**src/common/icc_pkg.sv**
```systemverilog
package icc_pkg;

  // register map, byte addresses on the 32-bit bus
  localparam logic [3:0] MODE_ADDR = 4'h0;
  localparam logic [3:0] ENA_ADDR  = 4'h4;
  localparam logic [3:0] STAT_ADDR = 4'h8;
  localparam logic [3:0] CAP1_ADDR = 4'hC;

  // mode register field positions
  localparam int SEL1_LSB  = 0;
  localparam int PSC1_LSB  = 2;
  localparam int FLT1_LSB  = 4;
  localparam int SEL2_LSB  = 8;
  localparam int PSC2_LSB  = 10;
  localparam int FLT2_LSB  = 12;
  localparam int CH2_SHIFT = 8;

  localparam logic [15:0] MODE_RESET = 16'h0000;
  localparam logic [1:0]  ENA_RESET  = 2'h0;

  // direction select codes
  localparam logic [1:0] SEL_OUT  = 2'h0;
  localparam logic [1:0] SEL_SAME = 2'h1;
  localparam logic [1:0] SEL_CROS = 2'h2;
  localparam logic [1:0] SEL_TRIG = 2'h3;

  localparam logic [1:0] RESP_OKAY   = 2'h0;
  localparam logic [1:0] RESP_SLVERR = 2'h2;

  localparam int CLK_MHZ = 100;

  typedef struct packed {
    logic [1:0] sel;
    logic [1:0] event_division_factor;
    logic [3:0] flt;
  } icc_chan_cfg_t;

  typedef struct packed {
    logic [15:0] cap_val;
    logic        cap_pulse;
  } icc_cap_t;

endpackage : icc_pkg

```
**src/rtl/icc_capture_config.sv**
```systemverilog
`timescale 1ns/10ps
module icc_capture_config (
  input  wire logic        aclk,
  input  wire logic        aresetn,
  input  wire logic [3:0]  s_axi_awaddr,
  input  wire logic        s_axi_awvalid,
  output logic             s_axi_awready,
  input  wire logic [31:0] s_axi_wdata,
  input  wire logic [3:0]  s_axi_wstrb,
  input  wire logic        s_axi_wvalid,
  output logic             s_axi_wready,
  output logic [1:0]       s_axi_bresp,
  output logic             s_axi_bvalid,
  input  wire logic        s_axi_bready,
  input  wire logic [3:0]  s_axi_araddr,
  input  wire logic        s_axi_arvalid,
  output logic             s_axi_arready,
  output logic [31:0]      s_axi_rdata,
  output logic [1:0]       s_axi_rresp,
  output logic             s_axi_rvalid,
  input  wire logic        s_axi_rready,
  input  wire logic        timer_input_one,
  input  wire logic        timer_input_two,
  input  wire logic        internal_trigger_line,
  input  wire logic        trigger_is_internal,
  input  wire logic [15:0] counter_value,
  output logic             capture_input_one,
  output logic             capture_input_two,
  output logic             cap1_pulse,
  output logic             cap2_pulse
);
  typedef struct packed {
    logic                  aw_held;
    logic [3:0]            aw_addr;
    logic                  w_held;
    logic [31:0]           w_data;
    logic [3:0]            w_strb;
    logic                  bvalid;
    logic [1:0]            bresp;
    logic                  rvalid;
    logic [31:0]           rdata;
    logic [1:0]            rresp;
    logic [15:0]           mode;
    logic [1:0]            ena;
    logic [15:0]           cap1;
    logic [15:0]           cap2;
    logic                  ic1;
    logic                  ic2;
    logic                  p1;
    logic                  p2;
  } icc_top_st_t;

  icc_top_st_t st_r;
  icc_top_st_t st_nxt;
  logic [1:0]  sel   [2];
  logic [1:0]  event_division_factor   [2];
  logic [3:0]  flt   [2];
  logic        raw   [2];
  logic        filt  [2];
  logic        evt   [2];
  logic [15:0] wmode;
  logic [15:0] cur;
  logic        do_wr;

  assign sel[0] = st_r.mode[icc_pkg::SEL1_LSB +: 2];
  assign event_division_factor[0] = st_r.mode[icc_pkg::PSC1_LSB +: 2];
  assign flt[0] = st_r.mode[icc_pkg::FLT1_LSB +: 4];
  assign sel[1] = st_r.mode[icc_pkg::SEL2_LSB +: 2];
  assign event_division_factor[1] = st_r.mode[icc_pkg::PSC2_LSB +: 2];
  assign flt[1] = st_r.mode[icc_pkg::FLT2_LSB +: 4];

  genvar gi;
  generate
    for (gi = 0; gi < 2; gi++) begin : g_ch
      // channel 2 maps its "same" code to input one as well, per its own table
      always_comb begin
        case (sel[gi])
          icc_pkg::SEL_SAME: raw[gi] = timer_input_one;
          icc_pkg::SEL_CROS: raw[gi] = timer_input_two;
          icc_pkg::SEL_TRIG: raw[gi] = internal_trigger_line && trigger_is_internal;
          default:           raw[gi] = 1'b0;
        endcase
      end

      icc_filter u_flt (
        .aclk     (aclk),
        .aresetn  (aresetn),
        .flt_code (flt[gi]),
        .din      (raw[gi]),
        .dout     (filt[gi])
      );

      icc_prescaler u_psc (
        .aclk     (aclk),
        .aresetn  (aresetn),
        .active   (st_r.ena[gi] && sel[gi] != icc_pkg::SEL_OUT),
        .psc_code (event_division_factor[gi]),
        .lvl      (filt[gi]),
        .cap_evt  (evt[gi])
      );
    end
  endgenerate

  // a write lands once address and data are both held and the last answer is gone
  assign do_wr = st_r.aw_held && st_r.w_held && !st_r.bvalid;

  always_comb begin
    st_nxt = st_r;
    cur    = st_r.mode;
    wmode  = st_r.mode;
    if (s_axi_awvalid && !st_r.aw_held) begin
      st_nxt.aw_held = 1'b1;
      st_nxt.aw_addr = s_axi_awaddr;
    end
    if (s_axi_wvalid && !st_r.w_held) begin
      st_nxt.w_held = 1'b1;
      st_nxt.w_data = s_axi_wdata;
      st_nxt.w_strb = s_axi_wstrb;
    end
    if (do_wr) begin
      st_nxt.aw_held = 1'b0;
      st_nxt.w_held  = 1'b0;
      st_nxt.bvalid  = 1'b1;
      st_nxt.bresp   = icc_pkg::RESP_OKAY;
      case (st_r.aw_addr)
        icc_pkg::MODE_ADDR: begin
          if (st_r.w_strb[0]) wmode[7:0] = st_r.w_data[7:0];
          if (st_r.w_strb[1]) wmode[15:8] = st_r.w_data[15:8];
          // select fields locked while their channel is enabled
          if (st_r.ena[0]) wmode[icc_pkg::SEL1_LSB +: 2] = cur[icc_pkg::SEL1_LSB +: 2];
          if (st_r.ena[1]) wmode[icc_pkg::SEL2_LSB +: 2] = cur[icc_pkg::SEL2_LSB +: 2];
          st_nxt.mode = wmode;
        end
        icc_pkg::ENA_ADDR: begin
          if (st_r.w_strb[0]) st_nxt.ena = st_r.w_data[1:0];
        end
        icc_pkg::STAT_ADDR, icc_pkg::CAP1_ADDR: st_nxt.bresp = icc_pkg::RESP_OKAY;
        default: st_nxt.bresp = icc_pkg::RESP_SLVERR;
      endcase
    end
    if (st_r.bvalid && s_axi_bready) st_nxt.bvalid = 1'b0;
    if (s_axi_arvalid && !st_r.rvalid) begin
      st_nxt.rvalid = 1'b1;
      st_nxt.rresp  = icc_pkg::RESP_OKAY;
      case (s_axi_araddr)
        icc_pkg::MODE_ADDR: st_nxt.rdata = {16'h0000, st_r.mode};
        icc_pkg::ENA_ADDR:  st_nxt.rdata = {30'h00000000, st_r.ena};
        // filtered levels low, channel two capture high: one read serves both
        icc_pkg::STAT_ADDR: st_nxt.rdata = {st_r.cap2, 14'h0000, filt[1], filt[0]};
        icc_pkg::CAP1_ADDR: st_nxt.rdata = {16'h0000, st_r.cap1};
        default: begin
          st_nxt.rdata = 32'h00000000;
          st_nxt.rresp = icc_pkg::RESP_SLVERR;
        end
      endcase
    end else if (st_r.rvalid && s_axi_rready) begin
      st_nxt.rvalid = 1'b0;
    end
    st_nxt.ic1 = filt[0];
    st_nxt.ic2 = filt[1];
    st_nxt.p1  = evt[0];
    st_nxt.p2  = evt[1];
    if (evt[0]) st_nxt.cap1 = counter_value;
    if (evt[1]) st_nxt.cap2 = counter_value;
  end

  always_ff @(posedge aclk) begin
    if (!aresetn) begin
      st_r      <= '0;
      st_r.mode <= icc_pkg::MODE_RESET;
      st_r.ena  <= icc_pkg::ENA_RESET;
    end else begin
      st_r <= st_nxt;
    end
  end

  assign s_axi_awready     = !st_r.aw_held;
  assign s_axi_wready      = !st_r.w_held;
  assign s_axi_bvalid      = st_r.bvalid;
  assign s_axi_bresp       = st_r.bresp;
  assign s_axi_arready     = !st_r.rvalid;
  assign s_axi_rvalid      = st_r.rvalid;
  assign s_axi_rdata       = st_r.rdata;
  assign s_axi_rresp       = st_r.rresp;
  assign capture_input_one = st_r.ic1;
  assign capture_input_two = st_r.ic2;
  assign cap1_pulse        = st_r.p1;
  assign cap2_pulse        = st_r.p2;
endmodule : icc_capture_config

```
**src/rtl/icc_filter.sv**
```systemverilog
`timescale 1ns/10ps
module icc_filter (
  input  wire logic       aclk,
  input  wire logic       aresetn,
  input  wire logic [3:0] flt_code,
  input  wire logic       din,
  output logic            dout
);
  typedef struct packed {
    logic [4:0] div_cnt;
    logic [2:0] run;
    logic       lvl;
  } icc_flt_st_t;

  icc_flt_st_t st_r;
  icc_flt_st_t st_nxt;
  logic [4:0]  div_last;
  logic [2:0]  need_m1;
  logic        samp_en;

  // divider and count per code
  always_comb begin
    div_last = 5'h00;
    need_m1  = 3'h0;
    case (flt_code)
      4'h1: begin div_last = 5'h00; need_m1 = 3'h1; end
      4'h2: begin div_last = 5'h00; need_m1 = 3'h3; end
      4'h3: begin div_last = 5'h00; need_m1 = 3'h7; end
      4'h4: begin div_last = 5'h01; need_m1 = 3'h5; end
      4'h5: begin div_last = 5'h01; need_m1 = 3'h7; end
      4'h6: begin div_last = 5'h03; need_m1 = 3'h5; end
      4'h7: begin div_last = 5'h03; need_m1 = 3'h7; end
      4'h8: begin div_last = 5'h07; need_m1 = 3'h5; end
      4'h9: begin div_last = 5'h07; need_m1 = 3'h7; end
      4'hA: begin div_last = 5'h0F; need_m1 = 3'h4; end
      4'hB: begin div_last = 5'h0F; need_m1 = 3'h5; end
      4'hC: begin div_last = 5'h0F; need_m1 = 3'h7; end
      4'hD: begin div_last = 5'h1F; need_m1 = 3'h4; end
      4'hE: begin div_last = 5'h1F; need_m1 = 3'h5; end
      4'hF: begin div_last = 5'h1F; need_m1 = 3'h7; end
      default: begin div_last = 5'h00; need_m1 = 3'h0; end
    endcase
  end

  assign samp_en = (st_r.div_cnt >= div_last);

  always_comb begin
    st_nxt = st_r;
    st_nxt.div_cnt = samp_en ? 5'h00 : st_r.div_cnt + 5'h01;
    if (flt_code == 4'h0) begin
      st_nxt.lvl = din;
      st_nxt.run = 3'h0;
    end else if (samp_en) begin
      if (din == st_r.lvl) begin
        st_nxt.run = 3'h0;
      end else if (st_r.run >= need_m1) begin
        st_nxt.lvl = din;
        st_nxt.run = 3'h0;
      end else begin
        st_nxt.run = st_r.run + 3'h1;
      end
    end
  end

  always_ff @(posedge aclk) begin
    if (!aresetn) begin
      st_r <= '0;
    end else begin
      st_r <= st_nxt;
    end
  end

  assign dout = st_r.lvl;
endmodule : icc_filter

```
**src/rtl/icc_prescaler.sv**
```systemverilog
`timescale 1ns/10ps
module icc_prescaler (
  input  wire logic       aclk,
  input  wire logic       aresetn,
  input  wire logic       active,
  input  wire logic [1:0] psc_code,
  input  wire logic       lvl,
  output logic            cap_evt
);
  typedef struct packed {
    logic       prev;
    logic [2:0] cnt;
  } icc_psc_st_t;

  icc_psc_st_t st_r;
  icc_psc_st_t st_nxt;
  logic        edge_seen;
  logic [2:0]  last;

  // rising edge of the filtered input counts as one valid event
  assign edge_seen = lvl && !st_r.prev;
  assign last = 3'((4'h1 << psc_code) - 4'h1);

  always_comb begin
    st_nxt = st_r;
    st_nxt.prev = lvl;
    if (!active) begin
      st_nxt.cnt = 3'h0;
    end else if (edge_seen) begin
      st_nxt.cnt = (st_r.cnt >= last) ? 3'h0 : st_r.cnt + 3'h1;
    end
  end

  assign cap_evt = active && edge_seen && (st_r.cnt >= last);

  always_ff @(posedge aclk) begin
    if (!aresetn) begin
      st_r <= '0;
    end else begin
      st_r <= st_nxt;
    end
  end
endmodule : icc_prescaler

```
**config.mk**
```make
export PLATFORM = sky130hd
export DESIGN_NAME = icc_capture_config
export DESIGN_NICKNAME = d
export VERILOG_FILES = /design/src/common/icc_pkg.sv /design/src/rtl/icc_capture_config.sv /design/src/rtl/icc_filter.sv /design/src/rtl/icc_prescaler.sv
export SDC_FILE = /design/constraint.sdc
export NUM_CORES = 1
export LEC_CHECK = 0
export ABC_CLOCK_PERIOD_IN_PS = 2900
export BUFFER_PORTS_ARGS = -buffer_cell sky130_fd_sc_hd__buf_4
export CORE_ASPECT_RATIO = 0.6
export CORE_MARGIN = 2
export CORE_UTILIZATION = 55
export DETAILED_ROUTE_END_ITERATION = 16
export GPL_TIMING_DRIVEN = 0
export PLACE_DENSITY = 0.81
export SYNTH_ARGS = -nofsm -noshare
export SYNTH_HDL_FRONTEND = slang
export SYNTH_HIERARCHICAL = 1
export SYNTH_SLANG_ARGS = --single-unit
```
**constraint.sdc**
```tcl
create_clock -name aclk -period 2.9 [get_ports aclk]
set_input_delay 0.29 -clock aclk [delete_from_list [all_inputs] [get_ports aclk]]
set_output_delay 0.29 -clock aclk [all_outputs]
set_load 0.02 [all_outputs]
```
==> results.tsv <==
metric	value	unit
Peak VDD IR	417.8	µV
setup TNS	0	ns
largest net degree at the start of global routing	17	
fraction of layout cells with a size suffix above 1	23.87	%
Ys Warns	6	
Syn Area/Cell	8.849	µm²
hold buffers post-CTS	0	
FP Rows	31	
EDFF count, synth	0	
Comb pwr share	6.2	%
Routed WL	16090	µm
CTS tree	built	
Post-Syn Instances	760	
DR iter-0 viols	434	
register area share after synthesis	41.67	%
DRC viols	0	
H-tree levels	4	
IO Pins	116	
startpoint types	flip-flop	
number of max-cap violations	0	
Final Hold Viols	0	
slew margin rel.	53.21	%
Req. time, crit path	3.26	ns
Slowest-stage cell, CP	dfxtp_1	
grt ovf	0	
Setup Viol. Count Final	0	
CTS Buffer Depth	2	
Clock Root Buffer	clkbuf_16	
die footprint	0.01316	mm²
drt pass-1 iters	6	
clk_lat worst skew	0.42	ns
Post-DRT Antenna Nets	0	
port buffer count	95	
critical path class	flip-flop to flip-flop	
Sink Count	140	
Die W	146.8	µm
status	completed	
vias in the first global route	5102	
CP arrival	2.99	ns
RSZ-0062 raised after global routing	false	
DPL Wire Length	11960	µm
fin. max-slew vios	0	
Clock Skew	0.008456	ns
fillers	937	
post-cts sizing count	0	
gr usage total	24.92	%
sw frac	25.21	%
synthesized flop and latch total	140	
ys async rst share	0	%
pwr dens	530.8	mW/mm²
Mapped Area	0.006725	mm²
Reg clk slew, reported paths	0.06	ns
antenna violations before repair	0	
f_max	379.2	MHz
Crit path top cell by count	inv_1	
WHS	0.08344	ns
n_diodes	0	
wire length per cell	15.28	µm
switching pwr	1.101	mW
Hold WC Path Type	input pin to flip-flop	
worst-path fanout max	8	
die height	89.66	µm
CP Cell Sequence	inv_1, ha_1, inv_1, mux4_2, inv_1, ha_1, nand2_1, o211ai_1, or4b_1, a21oi_1	
Clock Power Share	48.6	%
Post-CTS Setup Inserts	0	
Yosys cell types	63	
internal power	3.265	mW
first-pass GRT wire length	25770	µm
fin util	68.63	%
Tmin final	2.637	ns
Pleak	3.368	nW
Main synth FF type	dfxtp_1	
fin nets	982	
worst-margin pin slew	0.6980	ns
via count	5702	
sequential share of power	45.2	%
core area	0.01199	mm²
Vias/cell	5.415	
Area growth syn-to-layout	22.31	%
GPL Wtd Cong	0.8665	
Worst Setup End Kind	flip-flop	
Initial Utilization	56.11	%
cts bufs inserted	17	
period utilization	90.94	%
slowest cell delay on critical path	0.53	ns
kinds of logic after synthesis:
group,Yosys count,share of synthesized area [%]
AOI/OAI and AO/OA,145,13.08
xor gates and xnor gates,10,1.302
adders and majority gates,36,6.698
buffers and inverters,104,8.186
DFF,140,41.67
muxes,54,8.521
other,1,0.05576
and+or+nand+nor,270,20.48
routing by layer:
| layer | vias to the layer above | share of wire, % | global-route usage [%] |
|---|---|---|---|
| met2 | 220 | 41 | 35.98 |
| met3 | 19 | 8.5 | 4.646 |
| li1 | 2823 | - | - |
| met5 | - | 0 | 0 |
| met4 | 0 | 1.2 | 7.767 |
| met1 | 2640 | 50 | 37.75 |
power by group through the flow:
stage               sequential, mW  clock [mW]  combinational, mW
finish                        1.97        2.12              0.272
global route                  1.97        2.24              0.299
CTS                           1.97        2.14              0.270
detailed placement            2.01           0              0.268
global placement              2.01           0              0.263
floorplan                     2.01           0              0.145
layout by cell type, fill, tap and decap left out, drive strengths merged, types with 3 or more instances in the layout:
cell / synthesis / routed
and3: 20 / 20
or2: 5 / 5
xnor2: 4 / 4
buf: 52 / 147
ha: 36 / 36
o21ai: 43 / 43
clkbuf: 23 / 40
nor2: 79 / 79
nand3: 20 / 20
and2: 6 / 6
nand2: 85 / 85
a32oi: 16 / 16
nand2b: 7 / 7
a31oi: 3 / 3
xor2: 6 / 6
o2111ai: 4 / 4
o211ai: 5 / 5
mux2: 6 / 6
and3b: 4 / 4
dfxtp: 140 / 140
nor2b: 9 / 9
inv: 29 / 37
nor3b: 15 / 15
a21oi: 64 / 64
clkinv: 0 / 4
mux2i: 46 / 46
nor3: 4 / 4
state kept, by name (all words and copies together), names as in the netlist:
register	flops
cur	16
s_axi_bresp	1
s_axi_bvalid	1
g_ch.u_flt/st_r	16
capture_input_one	1
cap2_pulse	1
s_axi_rresp	1
s_axi_rdata	32
g_ch.u_psc/st_r	8
g_ch.u_flt/dout	2
st_r	58
capture_input_two	1
s_axi_rvalid	1
cap1_pulse	1
metrics by stage:
step                power, mW  instance area (µm²)  instances  setup WS, ns
floorplan               2.153                 6729        761        0.6001
global placement        2.276                 7649       1021        0.3756
finish                  4.366                 8225       1053        0.2626
CTS                     4.378                 8225       1053        0.2725
global route            4.509                 8225       1053        0.1102
detailed placement      2.281                 7649       1021        0.3160
cell usage after synthesis (3+ instances only):
cell       count  area, µm²
nand3_1       20      100.1
buf_2         13      65.06
o21ai_0       31      155.2
o211ai_1       5      37.54
clkbuf_1      22      82.58
and3_1        19      118.9
a32oi_1       16      140.1
a31oi_1        3      18.77
nand2b_1       7      43.79
dfxtp_1      140       2803
ha_1          36      450.4
nor2_1        78      292.8
buf_4         36      270.3
o21ai_1       11      55.05
and2_1         6      37.54
xor2_1         6      52.55
mux2i_1       46      460.4
or2_2          3      18.77
nor2b_1        7      43.79
nor3b_1       15      112.6
a21oi_1       60      300.3
o2111ai_1      4      35.03
xnor2_1        4      35.03
nand2_1       85      319.1
mux2_2         6      67.56
inv_1         28      105.1
cell type report:
class	count	area [µm²]	area share [%]
well taps	165	206.4	2.510
inverters	29	108.9	1.323
flip-flops and latches	140	2803	34.07
clock inverters	15	151.4	1.841
repair buffers	95	713.2	8.671
multi-input cells	517	3376	41.04
clock buffers	17	425.4	5.172
plain buffers	75	441.7	5.370
worst max-delay path: cells and delay by family (launching register included):
family / cells / cell delay, ns
AO/OA/AOI/OAI: 2 / 0.26
adder cells (fa/ha/maj): 2 / 0.51
buffers and inverters: 3 / 0.24
flip-flops: 1 / 0.53
multiplexers: 1 / 0.46
AND/OR/NAND/NOR: 2 / 0.57
worst paths after layout:
path	slack, ns	startpoint	to	depth (start not counted)
max reg2reg	0.26	cur[13]	g_ch[1].u_flt/st_r[3]	10
min	0.08	s_axi_awvalid	st_r[133]	3
min reg2reg	0.46	s_axi_rdata[3]	s_axi_rdata[3]	2
max	0.26	cur[13]	g_ch[1].u_flt/st_r[3]	10
No activity file was read; power rests on OpenSTA's default activity.
